--- src/rtl/aui_pkg.sv ---
// package for the banked advanced uart set 0 register and interrupt block
// assumes an axi4-lite master and uart/ir datapath logic outside the block
// Behaviour
// - bank enable bit turns on eight sets
// - set select reachable everywhere, switches bank
// - sets 0,1 always; sets 2-7 enhanced only
// - set 0 offsets 0-7; offset 3 shared
// - offset 0 reads rx, writes tx
// - dma handshake only in mir/fir/remote
// - rx on, tx off: single swapped channel
// - enable bits: timer..rx threshold, one enables; bits 7:4 enhanced only
// - frame fifo enable only mir/fir
// - dma enable in mir/fir/remote
// - handshake enable needs ir handshake select
// - bit 2 line status or frame end by mode
// - timer flag at zero when enabled
// - frame fifo flag level or timeout
// - tx threshold flag while below threshold
// - dma flag on tc, clears on read
// - handshake flag on change, clears hsr read
// - line error flag, clears on status read
// - frame end flag in mir/fir
// - tx idle flag, clears on interrupt status read
// - rx threshold flag level or timeout
package aui_pkg;
  // register indices; each register takes one aligned bus word
  localparam int AUI_IDX_BUF  = 0;
  localparam int AUI_IDX_IEN  = 1;
  localparam int AUI_IDX_ISR  = 2;
  localparam int AUI_IDX_SSR  = 3;
  localparam int AUI_IDX_HCR  = 4;
  localparam int AUI_IDX_LSR  = 5;
  localparam int AUI_IDX_HSR  = 6;
  localparam int AUI_IDX_USR  = 7;
  // own configuration and bank registers after the set 0 map
  localparam int AUI_IDX_CFG  = 8;
  localparam int AUI_IDX_BANK = 9;
  // byte addresses: four times the index
  localparam logic [5:0] AUI_OFS_BUF   = 6'(4 * AUI_IDX_BUF);
  localparam logic [5:0] AUI_OFS_IEN   = 6'(4 * AUI_IDX_IEN);
  localparam logic [5:0] AUI_OFS_ISR   = 6'(4 * AUI_IDX_ISR);
  localparam logic [5:0] AUI_OFS_SSR   = 6'(4 * AUI_IDX_SSR);
  localparam logic [5:0] AUI_OFS_HCR   = 6'(4 * AUI_IDX_HCR);
  localparam logic [5:0] AUI_OFS_LSR   = 6'(4 * AUI_IDX_LSR);
  localparam logic [5:0] AUI_OFS_HSR   = 6'(4 * AUI_IDX_HSR);
  localparam logic [5:0] AUI_OFS_USR   = 6'(4 * AUI_IDX_USR);
  localparam logic [5:0] AUI_OFS_CFG   = 6'(4 * AUI_IDX_CFG);
  localparam logic [5:0] AUI_OFS_BANK  = 6'(4 * AUI_IDX_BANK);
  // config bit positions
  localparam int AUI_CFG_BNK   = 3;
  localparam int AUI_CFG_RXDMA = 0;
  localparam int AUI_CFG_TXDMA = 1;
  localparam int AUI_CFG_SWAP  = 2;
  localparam int AUI_CFG_HSSL  = 4;
  localparam int AUI_CFG_HSEN  = 5;
  localparam int AUI_CFG_TMR   = 6;
  // status bit positions
  localparam int AUI_B_TMR = 7;
  localparam int AUI_B_FSF = 6;
  localparam int AUI_B_TXT = 5;
  localparam int AUI_B_DMA = 4;
  localparam int AUI_B_HS  = 3;
  localparam int AUI_B_LS  = 2;
  localparam int AUI_B_TXE = 1;
  localparam int AUI_B_RXT = 0;
  // set select codes
  localparam logic [7:0] AUI_SEL_S2 = 8'hE0;
  localparam logic [7:0] AUI_SEL_S3 = 8'hE4;
  localparam logic [7:0] AUI_SEL_S4 = 8'hE8;
  localparam logic [7:0] AUI_SEL_S5 = 8'hEC;
  localparam logic [7:0] AUI_SEL_S6 = 8'hF0;
  localparam logic [7:0] AUI_SEL_S7 = 8'hF4;
  localparam logic [7:0] AUI_ISR_RST = 8'h22;
  localparam logic [1:0] AUI_RESP_OK  = 2'b00;
  localparam logic [1:0] AUI_RESP_ERR = 2'b10;
  // operating modes, from handshake control bits 7:5
  typedef enum logic [2:0] {
    AUI_M_UART = 3'b000, AUI_M_LMIR = 3'b001, AUI_M_ASK = 3'b010,
    AUI_M_SIR  = 3'b011, AUI_M_HMIR = 3'b100, AUI_M_FIR = 3'b101,
    AUI_M_CIR  = 3'b110, AUI_M_RSV  = 3'b111
  } aui_mode_e;
  // events from the uart/ir datapath
  typedef struct packed {
    logic       timer_zero;
    logic       fsf_at_level;
    logic       fsf_timeout;
    logic       tx_below_level;
    logic       dma_tc;
    logic       line_error;
    logic       frame_end;
    logic       tx_idle;
    logic       rx_at_level;
    logic       rx_timeout;
    logic [7:0] rx_data;
    logic [7:0] line_status;
    logic [7:0] hs_status;
  } aui_evt_s;
endpackage

--- src/rtl/aui_set0.sv ---
// set 0 registers, bank selection and interrupt flags of the advanced uart
// assumes datapath events arrive synchronous to CLK, one per cycle each
//
// The implementer's own choice: register access over AXI4-Lite.
`timescale 1ns/1ps
module aui_set0 (
  // clock and reset
  input  wire logic           CLK,
  input  wire logic           RST,
  // axi4-lite write
  input  wire logic [5:0]     S_AWADDR,
  input  wire logic           S_AWVALID,
  output logic                S_AWREADY,
  input  wire logic [31:0]    S_WDATA,
  input  wire logic [3:0]     S_WSTRB,
  input  wire logic           S_WVALID,
  output logic                S_WREADY,
  output logic [1:0]          S_BRESP,
  output logic                S_BVALID,
  input  wire logic           S_BREADY,
  // axi4-lite read
  input  wire logic [5:0]     S_ARADDR,
  input  wire logic           S_ARVALID,
  output logic                S_ARREADY,
  output logic [31:0]         S_RDATA,
  output logic [1:0]          S_RRESP,
  output logic                S_RVALID,
  input  wire logic           S_RREADY,
  // datapath
  input  wire aui_pkg::aui_evt_s EVT,
  output logic [7:0]          TX_DATA,
  output logic                TX_LOAD,
  output logic                RX_POP,
  // dma request routing
  output logic                DMA_TX_EN,
  output logic                DMA_RX_EN,
  // interrupt and bank
  output logic                IRQ,
  output logic [2:0]          BANK
);
  import aui_pkg::*;

  logic [7:0] ien, interrupt_status_reg, handshake_control, uart_line_status, cfg, ucr;
  logic [2:0] bank;
  logic [7:0] hs_prev;
  logic       aw_hold, w_hold;
  logic [5:0] aw_addr;
  logic [31:0] w_data;
  logic [3:0]  w_strb;

  // bank code from a set select write value
  function automatic logic [2:0] sel_bank(input logic [7:0] v);
    case (v)
      AUI_SEL_S2: sel_bank = 3'h2;
      AUI_SEL_S3: sel_bank = 3'h3;
      AUI_SEL_S4: sel_bank = 3'h4;
      AUI_SEL_S5: sel_bank = 3'h5;
      AUI_SEL_S6: sel_bank = 3'h6;
      AUI_SEL_S7: sel_bank = 3'h7;
      default:    sel_bank = v[7] ? 3'h1 : 3'h0;
    endcase
  endfunction

  // mode decode
  wire aui_mode_e mode    = aui_mode_e'(handshake_control[7:5]);
  wire logic      enh     = cfg[AUI_CFG_BNK];
  wire logic      mirfir  = enh && (mode == AUI_M_LMIR ||
                            mode == AUI_M_HMIR || mode == AUI_M_FIR);
  wire logic      remote  = enh && mode == AUI_M_CIR;
  wire logic      fast    = mirfir || remote;
  wire logic      irmode  = enh && mode != AUI_M_UART;

  // write channel: both halves held until paired
  wire logic       wr_go  = aw_hold && w_hold && !S_BVALID;
  wire logic       set0   = bank == 3'h0;
  wire logic       wr_ok  = wr_go && w_strb[0];
  wire logic [7:0] wb     = w_data[7:0];
  wire logic       wr_buf = wr_ok && set0 && aw_addr == AUI_OFS_BUF;
  wire logic       wr_ssr = wr_ok && aw_addr == AUI_OFS_SSR;
  wire logic [2:0] nbank  = enh ? sel_bank(wb) : {2'b00, wb[7]};
  wire logic       wr_map = aw_addr <= AUI_OFS_BANK;

  // read channel decode
  wire logic       rd_go  = S_ARVALID && S_ARREADY;
  wire logic       rd_s0  = rd_go && set0;
  wire logic       rd_isr = rd_s0 && S_ARADDR == AUI_OFS_ISR;
  wire logic       rd_lsr = rd_s0 && S_ARADDR == AUI_OFS_LSR;
  wire logic       rd_hsr = rd_s0 && S_ARADDR == AUI_OFS_HSR;
  wire logic       rd_map = S_ARADDR <= AUI_OFS_BANK;
  logic [7:0] rd_byte;
  always_comb begin
    rd_byte = 8'h00;
    case (S_ARADDR)
      AUI_OFS_BUF:  rd_byte = set0 ? EVT.rx_data : 8'h00;
      AUI_OFS_IEN:  rd_byte = set0 ? ien : 8'h00;
      AUI_OFS_ISR:  rd_byte = set0 ? interrupt_status_reg : 8'h00;
      AUI_OFS_SSR:  rd_byte = ucr;
      AUI_OFS_HCR:  rd_byte = set0 ? handshake_control : 8'h00;
      AUI_OFS_LSR:  rd_byte = set0 ? EVT.line_status : 8'h00;
      AUI_OFS_HSR:  rd_byte = set0 ? EVT.hs_status : 8'h00;
      AUI_OFS_USR:  rd_byte = set0 ? uart_line_status : 8'h00;
      AUI_OFS_CFG:  rd_byte = cfg;
      AUI_OFS_BANK: rd_byte = {5'h00, bank};
      default:      rd_byte = 8'h00;
    endcase
  end

  // flag set terms; frame fifo, dma, handshake and bit 2 gated by mode
  wire logic hs_chg   = EVT.hs_status != hs_prev;
  wire logic hs_ok    = !irmode || cfg[AUI_CFG_HSEN];
  wire logic [7:0] set_t;
  assign set_t[AUI_B_TMR] = EVT.timer_zero && cfg[AUI_CFG_TMR] &&
                            ien[AUI_B_TMR];
  assign set_t[AUI_B_FSF] = mirfir && (EVT.fsf_at_level ||
                            EVT.fsf_timeout);
  assign set_t[AUI_B_TXT] = EVT.tx_below_level;
  assign set_t[AUI_B_DMA] = fast && EVT.dma_tc;
  assign set_t[AUI_B_HS]  = hs_chg && hs_ok;
  assign set_t[AUI_B_LS]  = mirfir ? EVT.frame_end :
                            (!remote && EVT.line_error);
  assign set_t[AUI_B_TXE] = EVT.tx_idle;
  assign set_t[AUI_B_RXT] = EVT.rx_at_level || EVT.rx_timeout;

  // clear terms; the set term wins in the same cycle
  wire logic [7:0] clr_t;
  assign clr_t[AUI_B_TMR] = rd_isr;
  assign clr_t[AUI_B_FSF] = !EVT.fsf_at_level && !EVT.fsf_timeout;
  assign clr_t[AUI_B_TXT] = !EVT.tx_below_level;
  assign clr_t[AUI_B_DMA] = rd_isr;
  assign clr_t[AUI_B_HS]  = rd_hsr;
  assign clr_t[AUI_B_LS]  = mirfir ? rd_isr : rd_lsr;
  assign clr_t[AUI_B_TXE] = rd_isr;
  assign clr_t[AUI_B_RXT] = !EVT.rx_at_level && !EVT.rx_timeout;
  wire logic [7:0] next_isr = set_t | (interrupt_status_reg & ~clr_t);

  // effective enables by mode; handshake by its select bit
  wire logic [7:0] ien_eff;
  assign ien_eff[AUI_B_TMR] = ien[AUI_B_TMR];
  assign ien_eff[AUI_B_FSF] = ien[AUI_B_FSF] && mirfir;
  assign ien_eff[AUI_B_TXT] = ien[AUI_B_TXT];
  assign ien_eff[AUI_B_DMA] = ien[AUI_B_DMA] && fast;
  assign ien_eff[AUI_B_HS]  = ien[AUI_B_HS] && cfg[AUI_CFG_HSSL];
  assign ien_eff[AUI_B_LS]  = ien[AUI_B_LS];
  assign ien_eff[AUI_B_TXE] = ien[AUI_B_TXE];
  assign ien_eff[AUI_B_RXT] = ien[AUI_B_RXT];

  // single channel when rx on and tx off; swap picks its direction
  wire logic dma_on  = fast && handshake_control[2];
  wire logic single  = cfg[AUI_CFG_RXDMA] && !cfg[AUI_CFG_TXDMA];
  wire logic next_tx = dma_on && (single ? cfg[AUI_CFG_SWAP]
                                          : cfg[AUI_CFG_TXDMA]);
  wire logic next_rx = dma_on && (single ? !cfg[AUI_CFG_SWAP]
                                          : cfg[AUI_CFG_RXDMA]);

  // axi address/data capture
  always_ff @(posedge CLK) begin
    if (RST) begin
      aw_hold <= 1'b0;
      w_hold  <= 1'b0;
      aw_addr <= 6'h00;
      w_data  <= 32'h0;
      w_strb  <= 4'h0;
    end else begin
      if (S_AWVALID && S_AWREADY) begin
        aw_hold <= 1'b1;
        aw_addr <= S_AWADDR;
      end else if (wr_go) begin
        aw_hold <= 1'b0;
      end
      if (S_WVALID && S_WREADY) begin
        w_hold <= 1'b1;
        w_data <= S_WDATA;
        w_strb <= S_WSTRB;
      end else if (wr_go) begin
        w_hold <= 1'b0;
      end
    end
  end

  // axi handshakes and responses
  always_ff @(posedge CLK) begin
    if (RST) begin
      S_AWREADY <= 1'b0;
      S_WREADY  <= 1'b0;
      S_BVALID  <= 1'b0;
      S_BRESP   <= AUI_RESP_OK;
      S_ARREADY <= 1'b0;
      S_RVALID  <= 1'b0;
      S_RRESP   <= AUI_RESP_OK;
      S_RDATA   <= 32'h0;
    end else begin
      S_AWREADY <= !aw_hold && !(S_AWVALID && S_AWREADY);
      S_WREADY  <= !w_hold && !(S_WVALID && S_WREADY);
      if (wr_go) begin
        S_BVALID <= 1'b1;
        S_BRESP  <= wr_map ? AUI_RESP_OK : AUI_RESP_ERR;
      end else if (S_BREADY) begin
        S_BVALID <= 1'b0;
      end
      S_ARREADY <= !S_RVALID && !rd_go;
      if (rd_go) begin
        S_RVALID <= 1'b1;
        S_RDATA  <= {24'h0, rd_byte};
        S_RRESP  <= rd_map ? AUI_RESP_OK : AUI_RESP_ERR;
      end else if (S_RREADY) begin
        S_RVALID <= 1'b0;
      end
    end
  end

  // software registers
  always_ff @(posedge CLK) begin
    if (RST) begin
      ien  <= 8'h00;
      handshake_control  <= 8'h00;
      uart_line_status  <= 8'h00;
      cfg  <= 8'h00;
      ucr  <= 8'h00;
      bank <= 3'h0;
    end else begin
      if (wr_ok && set0 && aw_addr == AUI_OFS_IEN)
        ien <= enh ? wb : {4'h0, wb[3:0]};
      if (wr_ok && set0 && aw_addr == AUI_OFS_HCR)
        handshake_control <= wb;
      if (wr_ok && set0 && aw_addr == AUI_OFS_USR)
        uart_line_status <= wb;
      if (wr_ok && aw_addr == AUI_OFS_CFG)
        cfg <= wb;
      if (wr_ssr) begin
        bank <= nbank;
        if (bank <= 3'h1)
          ucr <= wb;
      end
      if (!enh && bank > 3'h1)
        bank <= 3'h0;
    end
  end

  // flags, datapath strobes and outputs
  always_ff @(posedge CLK) begin
    if (RST) begin
      interrupt_status_reg       <= AUI_ISR_RST;
      hs_prev   <= 8'h00;
      TX_DATA   <= 8'h00;
      TX_LOAD   <= 1'b0;
      RX_POP    <= 1'b0;
      DMA_TX_EN <= 1'b0;
      DMA_RX_EN <= 1'b0;
      IRQ       <= 1'b0;
      BANK      <= 3'h0;
    end else begin
      interrupt_status_reg       <= next_isr;
      hs_prev   <= EVT.hs_status;
      TX_LOAD   <= wr_buf;
      if (wr_buf)
        TX_DATA <= wb;
      RX_POP    <= rd_s0 && S_ARADDR == AUI_OFS_BUF;
      DMA_TX_EN <= next_tx;
      DMA_RX_EN <= next_rx;
      IRQ       <= |(next_isr & ien_eff);
      BANK      <= bank;
    end
  end
endmodule

--- config.mk ---
export PLATFORM = sky130hd
export DESIGN_NAME = aui_set0
export DESIGN_NICKNAME = d
export VERILOG_FILES = /design/src/rtl/aui_pkg.sv /design/src/rtl/aui_set0.sv
export SDC_FILE = /design/constraint.sdc
export NUM_CORES = 1
export LEC_CHECK = 0
export ABC_CLOCK_PERIOD_IN_PS = 3750
export BUFFER_PORTS_ARGS = -buffer_cell sky130_fd_sc_hd__buf_2
export CAP_MARGIN = 20
export CORE_UTILIZATION = 56
export DETAILED_ROUTE_END_ITERATION = 16
export PLACE_DENSITY = 0.86
export SYNTH_ARGS = -nofsm -noshare
export SYNTH_HDL_FRONTEND = slang
export SYNTH_SLANG_ARGS = --single-unit
--- constraint.sdc ---
create_clock -name CLK -period 3.75 [get_ports CLK]
set_input_delay 0.5625 -clock CLK [delete_from_list [all_inputs] [get_ports CLK]]
set_output_delay 0.5625 -clock CLK [all_outputs]
set_load 0.02 [all_outputs]
==> results_dict.tcl, run 1 <==
set metrics [dict create \
    async_reset_ff_frac 0 \
    clk_pin_slew_ps 120 \
    drt_wl_total_mm 12.3 \
    crit_fanout 8 \
    insertion_delay_ps 390 \
    hpwl_mm 8.69 \
    cts-root-buf "clkbuf_8" \
    htreeDepth 3 \
    worst_pin_slew_ps 937 \
    postCtsSetupBuffers 0 \
    p_leak_nw 2.28 \
    p_int_mw 1.50 \
    antennaDiodeCount 0 \
    ant_nets 0 \
    io_buffers 92 \
    synth_ff_type "dfxtp_1" \
    finalMaxSlewViolations 0 \
    viasPerCell 5.93 \
    drc 0 \
    worstPathArrival_ps 2590 \
    netSwitchingPower_uw 596 \
    cts_buffer_depth 2 \
    max_freq_ghz 0.427 \
    dpl_worst_slack_ps 1120 \
    design.die.area_mm2 0.00913 \
    gr-usage-all-layers 0.284 \
    avgSynthCellArea_um2 9.18 \
    die_h_um 95.5 \
    fin_crit_sh 0.625 \
    ios 146 \
    grt_pass1_wl_mm 19.5 \
    start_kind "flip-flop" \
    dr.pass1.iters 5 \
    start_util 0.587 \
    grt_max_degree 87 \
    grt_setup_unrepaired "false" \
    vias 4226 \
    cp-end-kind "flip-flop" \
    timing.hold.ws_ps 394 \
    seqPwrFrac 0.566 \
    worst_slack_ps 1410 \
    cts_made_buffers 9 \
    gp_congestion 0.864 \
    muxShareOfSynthArea 0.135 \
    cts.sinks 107 \
    crit_required_ps 4000 \
    clock_skew_ps 14.6 \
    die_w_um 95.5 \
    maxCapViolations 0 \
    crit_slowest_cell "nor2b_1" \
    finalSetupViolCount 0 \
    critical_path.max_stage_delay_ps 770 \
    grt_pass1_vias 3996 \
    synth_compound_area_frac 0.140 \
    hold_class "in2reg" \
    synth_top_family_by_area "simple AND/OR/NAND/NOR gates" \
    synthSimpleGateAreaFrac 0.195 \
    drtIter0Drc 367 \
    dp.cells 697 \
    synthXorXnorAreaFrac 0.0161 \
    p_per_area_mw_per_mm2 384 \
    area_delta_synth_final_pct 11.5 \
    clockPowerShare 0.340 \
    yosysUniqueCellTypes 55 \
    synth_edf_count 0 \
    synth_fa_ha_area_frac 0 \
    hold_violations 0 \
    synth-seq-cells 107 \
    status "complete, no violations" \
    path_cells "nor4_2, nand4_1, nor2b_1, mux2i_1, nor2_1" \
    netSwitchingFraction 0.285 \
    overflow 0 \
    antenna_found_initial 0 \
    yosysSeqAreaShare 0.437 \
    crit_type "reg2reg" \
    rows 33 \
    cts_resized 0 \
    p_comb_frac 0.094 \
    slew_headroom 0.374 \
    peakVddDrop_mv 0.261 \
    layout.cells.non_filler 713 \
    cts_tree "yes" \
    drive_above_1_share 0.215 \
    cts_hold_buffers 0 \
    synthCells 534 \
    finalWorstPathRequiredPeriod_ps 2340 \
    core_area_mm2 0.00834 \
    mappedNetlistArea_mm2 0.00490 \
    post_drt_wl_per_cell_um 17.3 \
    fin_tns_setup_ps 0 \
    yosysWarnings 0 \
    nets 692 \
]
layout by cell type (no fill, tap or decap), types with 2 or more instances in the layout:
master and n:
buf_2 92, nor3b_1 2, a221o_1 2, inv_1 7, o21ai_0 9, xnor2_1 9, o2111ai_1 2, nor2b_1 14
a221oi_1 8, nand2_1 62, dfxtp_1 107, a21oi_1 37, mux4_2 8, conb_1 26, inv_6 2, a222oi_1 8
or2_2 2, inv_8 2, nand2b_1 3, buf_4 2, and3_1 3, nor3_1 7, nand3_1 15, a41oi_1 2
o21a_1 2, o2bb2ai_1 8, mux2i_1 48, a22o_1 7, nand4_1 7, and4_1 2, a21boi_0 2, or3_1 3
clkinv_8 2, nor4_2 3, clkbuf_8 9, and2_1 4, nor2_1 59
worst max-delay path: cells and delay by family (launching register included):
| kind | cells | cell delay [ps] |
|---|---|---|
| flip-flops | 1 | 410 |
| multiplexers | 1 | 290 |
| AND/OR/NAND/NOR | 4 | 1500 |
path summary, 6_finish.rpt:
check,end,cells after the start,slack [ps],from
setup / recovery,handshake_control[3],5,1410,bank[2]
hold / removal,w_data[3],3,390,S_WDATA[3]
setup reg to reg,handshake_control[3],5,1410,bank[2]
hold reg to reg,S_ARREADY,1,460,S_RVALID
kinds of logic (layout without fill, tap and decap cells):
logic type	after synthesis	after routing
simple gates	195	195
flops	107	107
compound gates	97	97
buf+inv	69	118
mux	56	56
xor+xnor	9	9
other cells	1	26
cells in the mapped netlist, types with 2 or more instances:
master / number / area (um2)
clkbuf_1: 21 / 78.8
nor2_1: 59 / 221
nor3b_1: 2 / 15.0
mux2i_1: 48 / 480
o2111ai_1: 2 / 17.5
o21ai_0: 9 / 45.0
buf_4: 28 / 210
buf_1: 5 / 18.8
and4_1: 2 / 17.5
a22o_1: 7 / 61.3
xnor2_1: 9 / 78.8
mux4_2: 8 / 180
dfxtp_1: 107 / 2140
nor4_2: 3 / 37.5
a221oi_1: 8 / 70.1
and2_1: 4 / 25.0
nor3_1: 7 / 35.0
nand2_1: 62 / 233
a222oi_1: 8 / 80.1
a21boi_0: 2 / 15.0
or2_2: 2 / 12.5
and3_1: 3 / 18.8
buf_2: 7 / 35.0
a221o_1: 2 / 20.0
o2bb2ai_1: 8 / 70.1
nand4_1: 7 / 43.8
nor2b_1: 14 / 87.6
or3_1: 3 / 18.8
inv_1: 7 / 26.3
a41oi_1: 2 / 17.5
nand3_1: 15 / 75.1
a21oi_1: 37 / 185
nand2b_1: 3 / 18.8
o21a_1: 2 / 15.0
through the flow:
stage | cell area, um2 | utilization | power [mW]
floorplan | 4990 | - | 1.35
global placement | 5260 | 0.630 | 1.40
detailed placement | 5260 | 0.630 | 1.40
CTS | 5460 | 0.655 | 2.10
global route | 5460 | 0.655 | 2.17
finish | 5460 | 0.655 | 2.09
power by group through the flow:
stage / logic, mW / clock network (mW) / registers [mW]
finish: 0.197 / 0.713 / 1.19
global route: 0.215 / 0.762 / 1.19
CTS: 0.195 / 0.720 / 1.18
detailed placement: 0.194 / 0 / 1.21
global placement: 0.189 / 0 / 1.21
floorplan: 0.152 / 0 / 1.20
per-layer routing:
layer,wire length (um),vias to the layer above,global-route usage
li1,-,1974,-
met1,5010,1977,0.346
met2,5640,231,0.469
met3,1100,44,0.0590
met4,556,0,0.155
met5,0,-,0
area by class of cell:
cell class | instances | area, um2
Timing Repair Buffer | 94 | 475
Clock inverter | 7 | 80.1
Multi-Input combinational cell | 383 | 2480
Sequential cell | 107 | 2140
Tap cell | 105 | 131
Fill cell | 697 | 2880
Clock buffer | 9 | 124
Inverter | 8 | 30.0
No activity file was read; power rests on OpenSTA's default activity.
==> inputs of run 2 (changes only) <==
Settings changed: ABC_CLOCK_PERIOD_IN_PS 3750 to 2020, CORE_UTILIZATION 56 to 47, PLACE_DENSITY 0.86 to 0.77.
Clock period 3.75 ns to 2.02 ns, I/O delays scaled along.
==> run 2 against run 1 <==
Flip-flop and latch count unchanged; sequential power increased by 84%; setup slack got worse by 1300 ps; critical path depth stayed put; via count fell by 0.24%; critical endpoint is now IRQ; clock skew up 7.0 ps; die area grew 19%; wire length is 1.3% higher; design area up 3.6%; sequential share of layout area shrank 1.4 points.
==> results_dict.tcl, run 2 (same netlist as run 1, synthesis figures left out) <==
set metrics [dict create \
    cp-end-kind "flip-flop" \
    dpl_worst_slack_ps 77.7 \
    path_cells "o21ai_0, nor2_1, a222oi_1, o2111ai_1, a221o_1" \
    cts.sinks 107 \
    grt_setup_unrepaired "false" \
    die_w_um 104 \
    antenna_found_initial 0 \
    r2r_start "handshake_control[7]" \
    start_kind "flip-flop" \
    peakVddDrop_mv 0.361 \
    p_per_area_mw_per_mm2 693 \
    cts_buffer_depth 2 \
    ios 146 \
    hold_class "in2reg" \
    startpoint "handshake_control[7]" \
    layout_common_cells "dfxtp_1 (107), buf_2 (92), nand2_1 (62)" \
    gr-usage-all-layers 0.232 \
    clk_pin_slew_ps 100 \
    crit_type "reg2reg" \
    cts_hold_buffers 0 \
    clock_skew_ps 21.6 \
    layout_commonest_cell "dfxtp_1" \
    fin_tns_setup_ps 0 \
    worstPathArrival_ps 2140 \
    vias 4216 \
    cts_made_buffers 9 \
    finalSetupViolCount 0 \
    crit_fanout 4 \
    start_util 0.492 \
    postCtsSetupBuffers 0 \
    hold_violations 0 \
    maxCapViolations 0 \
    core_area_mm2 0.00995 \
    cts_resized 0 \
    post_drt_wl_per_cell_um 16.4 \
    worst_pin_slew_ps 571 \
    ant_nets 0 \
    fin_crit_sh 0.929 \
    slew_headroom 0.618 \
    gp_congestion 0.908 \
    drt_wl_total_mm 12.5 \
    worst_slack_ps 144 \
    overflow 0 \
    status "complete, no violations" \
    viasPerCell 5.54 \
    area_delta_synth_final_pct 15.5 \
    drc 0 \
    crit_slowest_cell "o21ai_0" \
    finalWorstPathRequiredPeriod_ps 1880 \
    grt_pass1_vias 3981 \
    crit_required_ps 2280 \
    cts-root-buf "clkbuf_8" \
    cts_tree "yes" \
    p_leak_nw 2.38 \
    antennaDiodeCount 0 \
    critical_path.max_stage_delay_ps 390 \
    hpwl_mm 9.14 \
    grt_max_degree 70 \
    grt_pass1_wl_mm 19.8 \
    die_h_um 104 \
    htreeDepth 3 \
    worstHoldStart "EVT[30]" \
    dr.pass1.iters 5 \
    drive_above_1_share 0.240 \
    io_buffers 92 \
    nets 713 \
    design.die.area_mm2 0.0108 \
    drtIter0Drc 290 \
    max_freq_ghz 0.533 \
    insertion_delay_ps 380 \
    rows 36 \
    finalMaxSlewViolations 0 \
]
==> run 2: area by class of cell <==
| cell class | instances | area [um2] |
|---|---|---|
| clock buffers | 9 | 124 |
| clock inverters | 6 | 73.8 |
| fillers | 901 | 4290 |
| inverters | 8 | 30.0 |
| multi-input cells | 383 | 2480 |
| flip-flops and latches | 107 | 2140 |
| well taps | 133 | 166 |
| repair buffers | 115 | 646 |
==> run 2: report_power, final <==
part | switching [mW] | total (mW) | internal [mW] | leakage, nW
sequential | 0.0399 | 2.19 | 2.15 | 0.868
clock | 0.760 | 1.34 | 0.582 | 0.0938
combinational | 0.240 | 0.394 | 0.154 | 1.42
==> run 2: worst paths after layout <==
check,depth (start not counted),slack [ps],end
hold / removal,2,130,interrupt_status_reg[5]
setup reg to reg,5,140,IRQ
setup / recovery,5,140,IRQ
hold reg to reg,2,460,S_RRESP[1]
==> run 2: layer usage <==
| layer | up-vias | track usage | part of all wire |
|---|---|---|---|
| met1 | 1956 | 0.305 | 0.44 |
| met2 | 215 | 0.382 | 0.46 |
| met4 | 0 | 0.0918 | 0.023 |
| li1 | 2022 | - | - |
| met5 | - | 0 | 0 |
| met3 | 23 | 0.0338 | 0.077 |
==> run 2: through the flow <==
| stage | hold WS, ps | util | std cells | area (um2) | total power, mW |
|---|---|---|---|---|---|
| floorplan | 407 | - | 559 | 4990 | 2.51 |
| global placement | 434 | 0.549 | 746 | 5460 | 2.62 |
| detailed placement | 444 | 0.549 | 746 | 5460 | 2.63 |
| CTS | 117 | 0.569 | 761 | 5660 | 3.94 |
| global route | 130 | 0.569 | 761 | 5660 | 4.06 |
| finish | 131 | 0.569 | 761 | 5660 | 3.92 |
==> run 2: critical path, delay by kind of cell, from the launching register on <==
| kind | cells | cell delay [ps] |
|---|---|---|
| flip-flops | 1 | 360 |
| AO/OA/AOI/OAI | 4 | 1270 |
| AND/OR/NAND/NOR | 1 | 140 |
==> inputs of run 3 (changes only) <==
Settings changed: ABC_CLOCK_PERIOD_IN_PS 2020 to 1850, CORE_MARGIN from default to 1.5, CORE_UTILIZATION 47 to 52, PLACE_DENSITY 0.77 to 0.8.
Clock period 2.02 ns to 1.85 ns, I/O delays scaled along.
==> run 3 against run 2 <==
Count of clock-buffer cells in the layout unchanged; clock power increased by 7%; sequential share of layout area decreased by 0.42 points; die area decreased by 7.6%; fmax increased by 7.5%; flip-flop and latch count unchanged; via count increased by 1.1%; register-to-register slack got worse by 40 ps; final cell count decreased by 1.3%; global-route usage increased by 1.7 points; utilization increased by 5.4 points.
==> results_dict.tcl, run 3 (same netlist as run 1, synthesis figures left out) <==
set metrics [dict create \
    status "complete, no violations" \
    endpoint "IRQ" \
    hold_violations 0 \
    gp_congestion 0.864 \
    peakVddDrop_mv 0.461 \
    vias 4261 \
    crit_type "reg2reg" \
    crit_required_ps 2130 \
    ios 146 \
    hold_class "in2reg" \
    post_dp_cell_area_mm2 0.00552 \
    n_fill_cell 761 \
    drt_wl_total_mm 12.2 \
    insertion_delay_ps 390 \
    start_kind "flip-flop" \
    cts-root-buf "clkbuf_8" \
    multiInputGateArea_mm2 0.00249 \
    drtIter0Drc 285 \
    dr.pass1.iters 5 \
    drive_above_1_share 0.256 \
    die_h_um 100 \
    cts.sinks 107 \
    layout_commonest_cell "dfxtp_1" \
    cts_made_buffers 9 \
    rrSetupSlack_ps 100 \
    cts_tree "yes" \
    timing.rr.end "IRQ" \
    cts_buffer_depth 2 \
    worst_pin_slew_ps 524 \
    gr-usage-all-layers 0.249 \
    overflow 0 \
    layout_common_cells "dfxtp_1 (106), buf_2 (92), nand2_1 (62)" \
    timing.hold.ws_ps 103 \
    design.die.area_mm2 0.0100 \
    area_delta_synth_final_pct 16.9 \
    p_leak_nw 2.45 \
    slew_headroom 0.651 \
    finalMaxSlewViolations 0 \
    cp-end-kind "flip-flop" \
    nets 724 \
    viasPerCell 5.67 \
    antenna_found_initial 0 \
    antennaDiodeCount 0 \
    design_area_mm2 0.00573 \
    worstPathArrival_ps 2030 \
    cts_hold_buffers 0 \
    io_buffers 92 \
    start_util 0.533 \
    r2r_start "handshake_control[7]" \
    max_freq_ghz 0.573 \
    grt_pass1_wl_mm 19.5 \
    fin_crit_sh 0.944 \
    regArea_mm2 0.00214 \
    power_mw 4.27 \
    drc 0 \
    maxCapViolations 0 \
    startpoint "handshake_control[7]" \
    ant_nets 0 \
    clk_pin_slew_ps 110 \
    clock_skew_ps 19.1 \
    rows 35 \
    grt_pass1_vias 4021 \
    core_area_mm2 0.00920 \
    dp.cells 735 \
    fin_tns_setup_ps 0 \
    finalSetupViolCount 0 \
    p_per_area_mw_per_mm2 745 \
    crit_fanout 3 \
    die_w_um 100 \
    htreeDepth 3 \
    finalWorstPathRequiredPeriod_ps 1750 \
    grt_max_degree 53 \
    worstHoldStart "EVT[30]" \
    hpwl_mm 9.25 \
    post_drt_wl_per_cell_um 16.2 \
    reg2reg_depth 6 \
    layout.cells.non_filler 751 \
]
run 3: cell types whose count changed in the layout (fill, tap and decap cells not counted), sizes merged:
cell      delta
buf         +11
clkinv       +1
clkinvlp     -2
inv          +3
bufinv       -1
run 3: per-layer routing:
layer | part of all wire | vias to the layer above | track usage | routed length (um)
met5 | 0 | - | 0 | 0
met1 | 0.44 | 2012 | 0.327 | 5320
met3 | 0.067 | 28 | 0.0348 | 813
met4 | 0.030 | 0 | 0.113 | 360
li1 | - | 2040 | - | -
met2 | 0.47 | 181 | 0.410 | 5700
run 3: final cells by class:
type | count | area share
clock buffer | 9 | 0.0216
clock inverter | 7 | 0.0133
inverter | 8 | 0.00524
multi-input combinational | 383 | 0.434
sequential | 107 | 0.374
tap | 111 | 0.0242
timing repair buffer | 126 | 0.127
run 3: worst min-delay path by stage:
stage / end / slack [ps] / cells past startpoint
floorplan: interrupt_status_reg[1] / 380 / 1
global placement: S_ARREADY / 430 / 1
detailed placement: S_ARREADY / 450 / 1
CTS: interrupt_status_reg[5] / 90 / 2
global route: interrupt_status_reg[5] / 110 / 2
finish: interrupt_status_reg[5] / 100 / 2
run 3: power by group:
part / leakage [nW] / switching (mW) / internal [mW] / total [mW]
registers: 0.869 / 0.0400 / 2.35 / 2.39
clock network: 0.103 / 0.900 / 0.542 / 1.44
logic: 1.48 / 0.264 / 0.179 / 0.442
total: 2.45 / 1.20 / 3.07 / 4.27
run 3: stage by stage:
stage                      util  worst slack (ps)
after floorplan               -               145
after detailed placement  0.600              14.8
after global placement    0.600              37.2
after global routing      0.623             -2.15
final                     0.623               104
after CTS                 0.622              65.4
run 3: critical path: stages (launching register included):
cell,delay (ps)
dfxtp_1,320
o21ai_0,300
buf_4,180
nor2_1,60
a222oi_1,310
o2111ai_1,160
a221o_1,320
run 3: timing repair:
| action | in CTS | in global routing |
|---|---|---|
| resized for setup | 0 | 2 |
| endpoints found under the setup margin | 0 | 17 |
| setup buffers | 0 | 0 |
